==> config.mk <==
export PLATFORM = sky130hd
export DESIGN_NAME = cop_top
export DESIGN_NICKNAME = d
export VERILOG_FILES = /design/src/include/cop_pkg.sv /design/src/cop_top.sv
export SDC_FILE = /design/constraint.sdc
export NUM_CORES = 1
export LEC_CHECK = 0
export BUFFER_PORTS_ARGS = -buffer_cell sky130_fd_sc_hd__clkbuf_2
export CAP_MARGIN = 5
export CORE_MARGIN = 2
export CORE_UTILIZATION = 50
export CTS_CLUSTER_DIAMETER = 100
export DETAILED_ROUTE_END_ITERATION = 7
export PLACE_DENSITY = 0.83
export SYNTH_ARGS = -nofsm -noshare
export SYNTH_HDL_FRONTEND = slang
export SYNTH_SLANG_ARGS = --single-unit
==> constraint.sdc <==
create_clock -name core_clk -period 3.4 [get_ports core_clk]
set_input_delay 0.17 -clock core_clk [delete_from_list [all_inputs] [get_ports core_clk]]
set_output_delay 0.17 -clock core_clk [all_outputs]
set_load 0.05 [all_outputs]
==> src/include/cop_pkg.sv <==
// Constants, codes and carrier types of the clock output and synthesiser control block.
// Assumes a single core clock and a 32-bit classic Wishbone register port.
package cop_pkg;

    // ----------------------------------------------------------------
    // Register map (index times four is the byte address)
    // ----------------------------------------------------------------
    localparam logic [7:0] SYNTH_LOOP_CONTROL_IDX = 8'h3d;
    localparam logic [7:0] SYNTH_OUTPUT_DIVIDER_IDX = 8'h3e;
    localparam logic [7:0] CLOCK_OUT_STATUS_IDX = 8'h30;
    localparam logic [7:0] SYNTH_LOOP_CONTROL_ADR = 8'hf4;
    localparam logic [7:0] SYNTH_OUTPUT_DIVIDER_ADR = 8'hf8;
    localparam logic [7:0] CLOCK_OUT_STATUS_ADR = 8'hc0;

    // ----------------------------------------------------------------
    // Field positions and reset values
    // ----------------------------------------------------------------
    localparam int SEL_LSB = 4;
    localparam int PIN_EN_BIT = 3;
    localparam int POWER_DOWN_BIT = 2;
    localparam int FB_LSB = 0;
    localparam logic [7:0] LOOP_CONTROL_RESET = 8'h00;
    localparam logic [7:0] OUTPUT_DIVIDER_RESET = 8'h08;
    localparam logic [7:0] OUTPUT_DIVIDER_MIN = 8'h08;

    // ----------------------------------------------------------------
    // Feedback ratios
    // ----------------------------------------------------------------
    localparam logic [4:0] FB_RATIO_A = 5'h17;
    localparam logic [4:0] FB_RATIO_B = 5'h1b;
    localparam logic [4:0] FB_RATIO_C = 5'h1c;

    // ----------------------------------------------------------------
    // Clock rates
    // ----------------------------------------------------------------
    localparam int CORE_CLK_HZ = 50000000;
    localparam int INPUT_REF_KHZ = 27120;

    typedef enum logic [3:0] {
        COP_SEL_GPIO = 4'h0,
        COP_SEL_SYNTH = 4'h1,
        COP_SEL_LOW = 4'h2,
        COP_SEL_HIGH = 4'h3,
        COP_SEL_DIV1 = 4'h4,
        COP_SEL_DIV2 = 4'h5,
        COP_SEL_DIV4 = 4'h6,
        COP_SEL_DIV8 = 4'h7,
        COP_SEL_TMR0 = 4'h8,
        COP_SEL_TMR1 = 4'h9,
        COP_SEL_TMR2 = 4'ha,
        COP_SEL_TMR3 = 4'hb
    } cop_sel_e;

    typedef struct packed {
        logic cyc;
        logic stb;
        logic we;
        logic [7:0] adr;
        logic [3:0] sel;
        logic [31:0] dat;
    } cop_wb_req_s;

endpackage

==> src/cop_top.sv <==
// Clock output source selector and synthesiser control registers.
// Assumes timer overflow pulses and pin I/O values come from logic on core_clk,
// and the synthesiser output arrives as an asynchronous level from the analog macro.
//
// Notes on behaviour
// - Bits 7..4 of the loop control register pick the pin source: 0h plain I/O, 1h synthesiser, Ch..Fh reserved.
// - Code 2h holds the clock pin low and code 3h holds it high.
// - Codes 4h..7h drive the pin with the reference clock divided by 1, 2, 4 and 8.
// - Codes 8h..Bh toggle the pin on each overflow of timer 0, 1, 2 or 3.
// - Bit 3 enables the chosen clock onto the pin, and when clear no clock is driven.
// - Bits 1..0 pick the loop feedback ratio 23, 27, 28, or 23 again for code 11.
// - The output divider register sets the division for 8..254, and values 0..7 must not be used.
// - Synthesiser output is the reference times the feedback ratio, halved, then over the output divider.
//
// Design decision made here: register access over Wishbone.
`timescale 1ns/10ps
module cop_top
    import cop_pkg::*;
(
    input wire logic core_clk,
    input wire logic arst_n,
    input wire cop_wb_req_s wb_req,
    output logic wb_ack,
    output logic [31:0] wb_dat_rd,
    input wire logic [3:0] timer_overflow,
    input wire logic gpio_out_value,
    input wire logic gpio_out_enable,
    input wire logic synth_clk_async,
    output logic clock_output_pin,
    output logic clock_output_pin_oe,
    output logic synth_power_down,
    output logic [4:0] loop_feedback_ratio,
    output logic [7:0] loop_output_divide
);

    // ----------------------------------------------------------------
    // Registers and bus slave
    // ----------------------------------------------------------------
    logic [7:0] synth_loop_control;
    logic [7:0] synth_output_divider;
    logic bus_req;
    logic bus_wr;
    logic [31:0] next_rd;
    logic [3:0] clock_out_source_select;
    logic clock_out_pin_enable;
    logic [1:0] loop_feedback_divide;
    logic synth_running;
    logic div_clamped;

    assign bus_req = wb_req.cyc && wb_req.stb;
    // Write lands on the edge where ack is seen, as the classic master expects
    assign bus_wr = bus_req && wb_req.we && wb_ack && wb_req.sel[0];

    assign clock_out_source_select = synth_loop_control[SEL_LSB +: 4];
    assign clock_out_pin_enable = synth_loop_control[PIN_EN_BIT];
    assign loop_feedback_divide = synth_loop_control[FB_LSB +: 2];
    assign div_clamped = synth_output_divider < OUTPUT_DIVIDER_MIN;

    always_ff @(posedge core_clk or negedge arst_n) begin
        if (!arst_n) begin
            wb_ack <= 1'b0;
        end else begin
            wb_ack <= bus_req && !wb_ack;
        end
    end

    always_comb begin
        next_rd = 32'h0000_0000;
        case (wb_req.adr)
            SYNTH_LOOP_CONTROL_ADR: next_rd[7:0] = synth_loop_control;
            SYNTH_OUTPUT_DIVIDER_ADR: next_rd[7:0] = synth_output_divider;
            CLOCK_OUT_STATUS_ADR: next_rd[3:0] = {div_clamped, synth_running, clock_output_pin_oe, clock_output_pin};
            default: next_rd = 32'h0000_0000;
        endcase
    end

    // Unmapped addresses are acknowledged and read as zero
    always_ff @(posedge core_clk or negedge arst_n) begin
        if (!arst_n) begin
            wb_dat_rd <= 32'h0000_0000;
        end else if (bus_req && !wb_ack) begin
            wb_dat_rd <= next_rd;
        end
    end

    always_ff @(posedge core_clk or negedge arst_n) begin
        if (!arst_n) begin
            synth_loop_control <= LOOP_CONTROL_RESET;
        end else if (bus_wr && wb_req.adr == SYNTH_LOOP_CONTROL_ADR) begin
            synth_loop_control <= wb_req.dat[7:0];
        end
    end

    always_ff @(posedge core_clk or negedge arst_n) begin
        if (!arst_n) begin
            synth_output_divider <= OUTPUT_DIVIDER_RESET;
        end else if (bus_wr && wb_req.adr == SYNTH_OUTPUT_DIVIDER_ADR) begin
            synth_output_divider <= wb_req.dat[7:0];
        end
    end

    // ----------------------------------------------------------------
    // Synthesiser controls
    // ----------------------------------------------------------------
    logic [4:0] next_ratio;

    always_comb begin
        case (loop_feedback_divide)
            2'b01: next_ratio = FB_RATIO_B;
            2'b10: next_ratio = FB_RATIO_C;
            default: next_ratio = FB_RATIO_A;
        endcase
    end

    // ratio and divider handed to the analog loop
    always_ff @(posedge core_clk or negedge arst_n) begin
        if (!arst_n) begin
            loop_feedback_ratio <= FB_RATIO_A;
            loop_output_divide <= OUTPUT_DIVIDER_RESET;
        end else begin
            loop_feedback_ratio <= next_ratio;
            // reserved divider values held at the smallest legal one
            loop_output_divide <= div_clamped ? OUTPUT_DIVIDER_MIN : synth_output_divider;
        end
    end

    always_ff @(posedge core_clk or negedge arst_n) begin
        if (!arst_n) begin
            synth_power_down <= 1'b0;
            synth_running <= 1'b0;
        end else begin
            synth_power_down <= synth_loop_control[POWER_DOWN_BIT];
            synth_running <= !synth_loop_control[POWER_DOWN_BIT];
        end
    end

    // ----------------------------------------------------------------
    // Clock sources
    // ----------------------------------------------------------------
    logic synth_meta;
    logic synth_sync;
    logic [3:0] div_cnt;
    logic tmr_tgl;
    logic tmr_hit;

    always_ff @(posedge core_clk or negedge arst_n) begin
        if (!arst_n) begin
            synth_meta <= 1'b0;
            synth_sync <= 1'b0;
        end else begin
            synth_meta <= synth_clk_async;
            synth_sync <= synth_meta;
        end
    end

    // free divider, bit n has half period of 2^n core cycles
    always_ff @(posedge core_clk or negedge arst_n) begin
        if (!arst_n) begin
            div_cnt <= 4'h0;
        end else begin
            div_cnt <= div_cnt + 4'h1;
        end
    end

    assign tmr_hit = clock_out_source_select[3:2] == 2'b10 && timer_overflow[clock_out_source_select[1:0]];

    // toggle on the selected timer overflow
    always_ff @(posedge core_clk or negedge arst_n) begin
        if (!arst_n) begin
            tmr_tgl <= 1'b0;
        end else if (tmr_hit) begin
            tmr_tgl <= !tmr_tgl;
        end
    end

    // ----------------------------------------------------------------
    // Pin selector
    // ----------------------------------------------------------------
    logic next_pin;
    logic next_oe;

    always_comb begin
        next_pin = 1'b0;
        next_oe = clock_out_pin_enable;
        case (clock_out_source_select)
            // plain I/O ignores the clock enable
            COP_SEL_GPIO: begin
                next_pin = gpio_out_value;
                next_oe = gpio_out_enable;
            end
            // stopped synthesiser gives a steady low
            COP_SEL_SYNTH: next_pin = synth_sync && !synth_loop_control[POWER_DOWN_BIT];
            COP_SEL_LOW: next_pin = 1'b0;
            COP_SEL_HIGH: next_pin = 1'b1;
            COP_SEL_DIV1, COP_SEL_DIV2, COP_SEL_DIV4, COP_SEL_DIV8: begin
                next_pin = div_cnt[clock_out_source_select[1:0]];
            end
            COP_SEL_TMR0, COP_SEL_TMR1, COP_SEL_TMR2, COP_SEL_TMR3: next_pin = tmr_tgl;
            default: begin
                next_pin = 1'b0;
                next_oe = 1'b0;
            end
        endcase
        if (clock_out_source_select != COP_SEL_GPIO && !clock_out_pin_enable) begin
            next_pin = 1'b0;
            next_oe = 1'b0;
        end
    end

    always_ff @(posedge core_clk or negedge arst_n) begin
        if (!arst_n) begin
            clock_output_pin <= 1'b0;
            clock_output_pin_oe <= 1'b0;
        end else begin
            clock_output_pin <= next_pin;
            clock_output_pin_oe <= next_oe;
        end
    end

    // ----------------------------------------------------------------
    // Assertions
    // ----------------------------------------------------------------
    property p_gpio_pass;
        @(posedge core_clk) disable iff (!arst_n)
        clock_out_source_select == COP_SEL_GPIO |=>
            clock_output_pin == $past(gpio_out_value) && clock_output_pin_oe == $past(gpio_out_enable);
    endproperty
    a_gpio_pass: assert property (p_gpio_pass) else $error("pin does not follow plain I/O");

    property p_reserved_off;
        @(posedge core_clk) disable iff (!arst_n)
        clock_out_source_select >= 4'hc |=> !clock_output_pin_oe && !clock_output_pin;
    endproperty
    a_reserved_off: assert property (p_reserved_off) else $error("reserved code drives pin");

    property p_const_levels;
        @(posedge core_clk) disable iff (!arst_n)
        clock_out_pin_enable && clock_out_source_select inside {COP_SEL_LOW, COP_SEL_HIGH} |=>
            clock_output_pin_oe && clock_output_pin == $past(clock_out_source_select[0]);
    endproperty
    a_const_levels: assert property (p_const_levels) else $error("constant level wrong");

    property p_div8_period;
        @(posedge core_clk) disable iff (!arst_n)
        (clock_out_pin_enable && clock_out_source_select == COP_SEL_DIV8)[*2] ##1
            (clock_out_pin_enable && clock_out_source_select == COP_SEL_DIV8 && $rose(clock_output_pin)) ##1
            (clock_out_source_select == COP_SEL_DIV8 && clock_out_pin_enable)[*7] |=> !clock_output_pin;
    endproperty
    a_div8_period: assert property (p_div8_period) else $error("divide by 8 half period wrong");

    property p_div1_toggle;
        @(posedge core_clk) disable iff (!arst_n)
        (clock_out_pin_enable && clock_out_source_select == COP_SEL_DIV1)[*2] |=>
            clock_output_pin != $past(clock_output_pin);
    endproperty
    a_div1_toggle: assert property (p_div1_toggle) else $error("divide by 1 does not toggle");

    property p_timer_toggle;
        @(posedge core_clk) disable iff (!arst_n)
        (clock_out_pin_enable && clock_out_source_select == COP_SEL_TMR2 && timer_overflow[2]) ##1
            (clock_out_pin_enable && clock_out_source_select == COP_SEL_TMR2) |=>
            clock_output_pin != $past(clock_output_pin);
    endproperty
    a_timer_toggle: assert property (p_timer_toggle) else $error("timer overflow did not toggle pin");

    property p_disabled;
        @(posedge core_clk) disable iff (!arst_n)
        clock_out_source_select != COP_SEL_GPIO && !clock_out_pin_enable |=> !clock_output_pin_oe;
    endproperty
    a_disabled: assert property (p_disabled) else $error("pin driven while clock disabled");

    property p_fb_ratio;
        @(posedge core_clk) disable iff (!arst_n)
        1'b1 |=> loop_feedback_ratio == ($past(loop_feedback_divide) == 2'b01 ? 5'h1b :
            $past(loop_feedback_divide) == 2'b10 ? 5'h1c : 5'h17);
    endproperty
    a_fb_ratio: assert property (p_fb_ratio) else $error("feedback ratio decode wrong");

    property p_div_legal;
        @(posedge core_clk) disable iff (!arst_n)
        1'b1 |=> loop_output_divide >= 8'h08 &&
            (loop_output_divide == $past(synth_output_divider) || $past(synth_output_divider) < 8'h08);
    endproperty
    a_div_legal: assert property (p_div_legal) else $error("output divider handed out wrong");

    property p_div_write;
        @(posedge core_clk) disable iff (!arst_n)
        bus_wr && wb_req.adr == SYNTH_OUTPUT_DIVIDER_ADR && wb_req.dat[7:0] >= 8'h08 |=>
            ##1 loop_output_divide == $past(wb_req.dat[7:0], 2);
    endproperty
    a_div_write: assert property (p_div_write) else $error("divider write not passed to loop");

    property p_power_down;
        @(posedge core_clk) disable iff (!arst_n)
        synth_loop_control[POWER_DOWN_BIT] && clock_out_source_select == COP_SEL_SYNTH |=>
            synth_power_down && !synth_running && !clock_output_pin;
    endproperty
    a_power_down: assert property (p_power_down) else $error("synthesiser output not stopped");

    property p_ack_pulse;
        @(posedge core_clk) disable iff (!arst_n)
        bus_req && !wb_ack |=> wb_ack ##1 !wb_ack;
    endproperty
    a_ack_pulse: assert property (p_ack_pulse) else $error("bus ack not a single cycle");

    c_synth_route: cover property (@(posedge core_clk) disable iff (!arst_n)
        clock_output_pin_oe && clock_out_source_select == COP_SEL_SYNTH && $rose(clock_output_pin));
    c_timer_route: cover property (@(posedge core_clk) disable iff (!arst_n)
        tmr_hit && clock_out_pin_enable);
    c_div_clamp: cover property (@(posedge core_clk) disable iff (!arst_n) div_clamped);
    c_unmapped: cover property (@(posedge core_clk) disable iff (!arst_n)
        bus_req && wb_ack && wb_req.adr == 8'h00);

endmodule

# Word level (Yosys, flattened, before mapping)
# Cells that the tools add are included.
# word_totals
memories	0
out_inout_bits	49
mem_bits_rw	0
wordCells	65
reg_bits	49
inputBits	56
latch_bits	0
rom_bits	0
# classes
n_bitwise	0
order_cmp	2
n_mul	0
reduce_logical	19
n_addsub	1
shift	0
n_mux	12
n_eq_ne	17
div	0
# ops
cell	count
$eq A8 B8 Y1 const B	3
$eq A4 B3 Y1 const B	4
$eq A4 B4 Y1 const B	4
$pmux W4 S2	2
$pmux W4 S3	1
$reduce_or A11 Y1	1
$logic_and A1 B1 Y1	10
$eq A4 B2 Y1 const B	2
$lt A8 B4 Y1 const B	1
$mux W8	1
$reduce_or A4 Y1	2
$pmux W1 S5	1
$add A4 B1 Y4 const B	1
$bmux W1 S2	2
$eq A2 B2 Y1 const B	2
$eq A4 B1 Y1 const B	1
$logic_not A1 Y1	4
$logic_not A4 Y1	1
$mux W1	4
$reduce_bool A4 Y1	1
$lt A2 B3 Y1 const B	1
$eq A2 B1 Y1 const B	1
$pmux W1 S2	1

# Longest topological paths before layout
# logic_depth
depth_word	5
mapped_depth	6
mapped_depth_nobuf	4

# Least setup slack after synthesis
# No wires, ideal clock.
# synth_path
path_type	register -> register
from	register wb_ack
to	register wb_dat_rd[1]
slack_ns	1.796
path_stages_with_launch	5
setup_time_ns	0.121
synth_period_minus_slack_ns	1.604
arrival_ns	1.483
required_time_ns	3.279
n_path_buf	2
cell_sequence	dfrtp_1 > or2_2 > clkbuf_1 > clkbuf_1 > a22o_1
# synth_between
elab_chain_len	2
# synth_rtl
item	line_no	text
start: declaration	cop_top.sv:23	output logic wb_ack,
start signal: assignment	cop_top.sv:63	wb_ack <= bus_req && !wb_ack;
$logic_not A1 Y1	cop_top.sv:81	end else if (bus_req && !wb_ack) begin
$logic_and A1 B1 Y1	cop_top.sv:81	
end signal: assignment	cop_top.sv:82	wb_dat_rd <= next_rd;
end: declaration	cop_top.sv:24	output logic [31:0] wb_dat_rd,
# Every way passes these cells.
# A chain may end at the register's enable or synchronous reset.

# Worst setup path in the final report
# layout_path
from	register synth_output_divider[5]
to	register wb_dat_rd[3]
# layout_between
elab_chain_len	2
# layout_rtl
item	line_no	text
start: declaration	cop_top.sv:40	logic [7:0] synth_output_divider;
start signal: assignment	cop_top.sv:98	synth_output_divider <= wb_req.dat[7:0];
$lt A8 B4 Y1	cop_top.sv:57	assign div_clamped = synth_output_divider < OUTPUT_DIVIDER_MIN;
$pmux W4 S3	cop_top.sv:69	case (wb_req.adr)
# Every way passes these cells.

==> impl_metrics.toml <==
[outcome]
status = "completed"

[cells_and_area]
post-route-util_pct = 58.2
syn_to_final_growth_pct = 13.1
drive_gt1_share_pct = 40.2
nets = 287
antennaDiodeCount = 0
instances_no_fill = 281

[placement]
place_ws_ps = 1820
routabilityCongestion = 0.796
dp_hpwl_microns = 2800
dp.cells = 272
port_buffers = 52

[routing]
wl_microns = 3670
drt_first_pass_iters = 4
routed_via_density = 4.94
wire_per_inst_microns = 13.0
via_count = 1388
ant_nets = 0
drt_iter0_drc = 82
drcViolationCount = 0

[yosys]
synth.ff_latch_count = 47
ys_warn_count = 0
ys_seq_area_share_pct = 53.5
synth_edf_count = 0
synth_cell_types = 40
netlist_area_sq_mm = 0.00221
synth_cells = 181
synth_ff_type = "dfrtp_1"
synth-async-reset-ratio_pct = 100
avgSynthCellArea_sq_um = 12.2

[floorplanning]
fp-row-count = 24
die_w_microns = 70.5
die_h_microns = 70.5
initial_core_util_pct = 51.4
coreArea_sq_mm = 0.00429
die_area_sq_mm = 0.00496
ioPinCount = 105

[clock_network]
htree_levels = 2
cts_tree = "yes"
clock-sinks = 47
clk_path_buf_depth = 2
cts.reportedPaths.clkPinSlew_ps = 80
clockRootBuffer = "clkbuf_8"
post_cts.repair.setup_buffers = 0
cts_buffers = 5
clock_latency_ps = 300

[pwr]
power_per_cell_area_mw_per_mm2 = 418
p_total_mw = 1.04
vdd_ir_drop_max_mv = 0.190
p_leak_nw = 1.27

[setup_path]
rr_endpoint = "wb_dat_rd[3]$_DFFE_PN0P_"
start_kind = "flip-flop"
critPathKind = "flip-flop to flip-flop"
cp_slowest_cell = "or4_1"
reg2reg_depth = 4
r2r_start = "synth_output_divider[5]$_DFFE_PN0P_"
required_ps = 3640
crit_path_max_incr_delay_ps = 540
path_cells = "or4_1 > nor2_1 > o2bb2ai_1 > a22o_1"
ff2ff_setup_slack_ps = 1810
critPathMaxFanout = 5
endpoint_kind = "flip-flop"
cp.arrival_ps = 1830

[global_route]
use_met1_pct = 21.1
gr-total-overflow = 0
grt_start_max_net_pins = 48
grt_pass1_wl_microns = 6240
grt_usage_pct = 16.4
top_usage_layer = "met2"
grt_pass1_vias = 1312
met2_usage_pct = 25.9
grt_use_met3_pct = 5.05
antenna_found_initial = 0

[timing]
worst_clock_skew_ps = 4.43
setup-tns-final_ps = 0
finalSetupViolations = 0
fin_crit_sh_pct = 46.9
finalWorstSetupSlack_ps = 1810
drv_slew = 0
max_freq_ghz = 0.627
post-route-min-period_ps = 1590
rsz0062_at_grt = "no"
tightest_slew_ps = 1110
finalHoldViolations = 0
relSlewSlack_pct = 26.1

[job]
drv_cap = 0

[min_path]
hold_class = "input port to asynchronous set/reset pin"
per-layer routing:
metal / share of wire, % / vias up
met5: 0 / -
met4: 1.7 / 0
met3: 8.2 / 7
met2: 48 / 58
met1: 42 / 658
li1: - / 665
report_power, final:
part           leakage (nW)  switching (mW)  internal [mW]
clock                0.0505           0.176          0.185
combinational         0.593          0.0965         0.0215
sequential            0.623         0.00228          0.563
total                  1.27           0.275          0.769
worst max path at each step:
stage | from | endpoint | slack (ps) | cells after the start
floorplan | wb_ack$_DFF_PN0_ | wb_dat_rd[1]$_DFFE_PN0P_ | 1800 | 4
global placement | synth_output_divider[5]$_DFFE_PN0P_ | wb_dat_rd[3]$_DFFE_PN0P_ | 1840 | 4
detailed placement | synth_output_divider[5]$_DFFE_PN0P_ | wb_dat_rd[3]$_DFFE_PN0P_ | 1820 | 4
CTS | synth_output_divider[5]$_DFFE_PN0P_ | wb_dat_rd[3]$_DFFE_PN0P_ | 1810 | 4
global route | synth_output_divider[5]$_DFFE_PN0P_ | wb_dat_rd[3]$_DFFE_PN0P_ | 1710 | 4
finish | synth_output_divider[5]$_DFFE_PN0P_ | wb_dat_rd[3]$_DFFE_PN0P_ | 1810 | 4
synthesized netlist by cell type, drive strengths merged, types with 2 or more instances:
cell type | count | share of area (%)
o2bb2ai | 4 | 1.6
or2 | 2 | 0.57
xnor2 | 2 | 0.79
nand2 | 8 | 1.6
nand4b | 2 | 0.79
a22oi | 9 | 3.1
dfrtp | 43 | 49
nand3b | 3 | 1.0
inv | 8 | 1.4
a22o | 4 | 1.6
dfstp | 4 | 4.8
or4 | 2 | 0.85
nand3 | 2 | 0.45
nor3 | 2 | 0.45
nor2b | 3 | 0.85
mux2 | 16 | 8.2
clkbuf | 8 | 1.4
conb | 2 | 0.34
buf | 28 | 9.3
ha | 3 | 1.7
and2b | 2 | 0.68
nor2 | 7 | 1.8
o21ai | 4 | 0.91
mux4 | 2 | 2.0
cells in the final DEF (no fill, tap or decap), types with 4 or more instances in the layout:
cell type	Yosys	layout
nand2_1	6	6
nor2_1	4	4
a22oi_1	9	9
a22o_1	4	4
mux2_2	16	16
o21ai_0	4	4
conb_1	2	25
dfstp_2	4	4
inv_1	8	8
clkbuf_8	0	7
clkbuf_2	0	52
dfrtp_1	43	43
o2bb2ai_1	4	4
registers in the layout (all words and copies together) (netlist names), 3 cells and up:
register              count
loop_output_divide        8
div_cnt                   4
loop_feedback_ratio       3
synth_loop_control        8
wb_dat_rd                 8
synth_output_divider      8
critical path, delay by kind of cell, from the launching register on:
kind,cells,cell delay (ps)
simple gates,2,830
flops,1,410
compound gates,2,300
cell families (layout without fill, tap and decap cells):
group                    count (synthesis)  in the layout  synth area share [%]
AO/OA/AOI/OAI                           28             28                  10.3
multiplexers                            18             18                  10.2
flip-flops                              47             47                  53.5
other                                    2             25                 0.340
XOR/XNOR                                 3              3                  1.19
buffers and inverters                   44             69                  12.0
AND/OR/NAND/NOR                         36             36                  10.8
adder cells (fa/ha/maj)                  3              3                  1.70
area by class of cell:
type                       count  area (sq um)
sequential                    47          1180
timing repair buffer          53           270
clock inverter                 1          7.51
multi-input combinational    113           848
clock buffer                   7          96.3
fill                         375          1800
inverter                       8          30.0
tap                           52          65.1
through the flow:
step | cell area [sq um] | hold WS, ps
finish | 2500 | 73.6
global route | 2500 | 101
CTS | 2500 | 102
detailed placement | 2380 | 282
global placement | 2380 | 281
floorplan | 2290 | -126
what timing repair did:
| item | 4_1_cts | 5_1_grt |
|---|---|---|
| hold endpoints to repair | 1 | 0 |
| hold buffers | 1 | 0 |
| setup endpoints to repair | 0 | 0 |
| resized for setup | 0 | 0 |
Power figures use the tool's default switching activity.
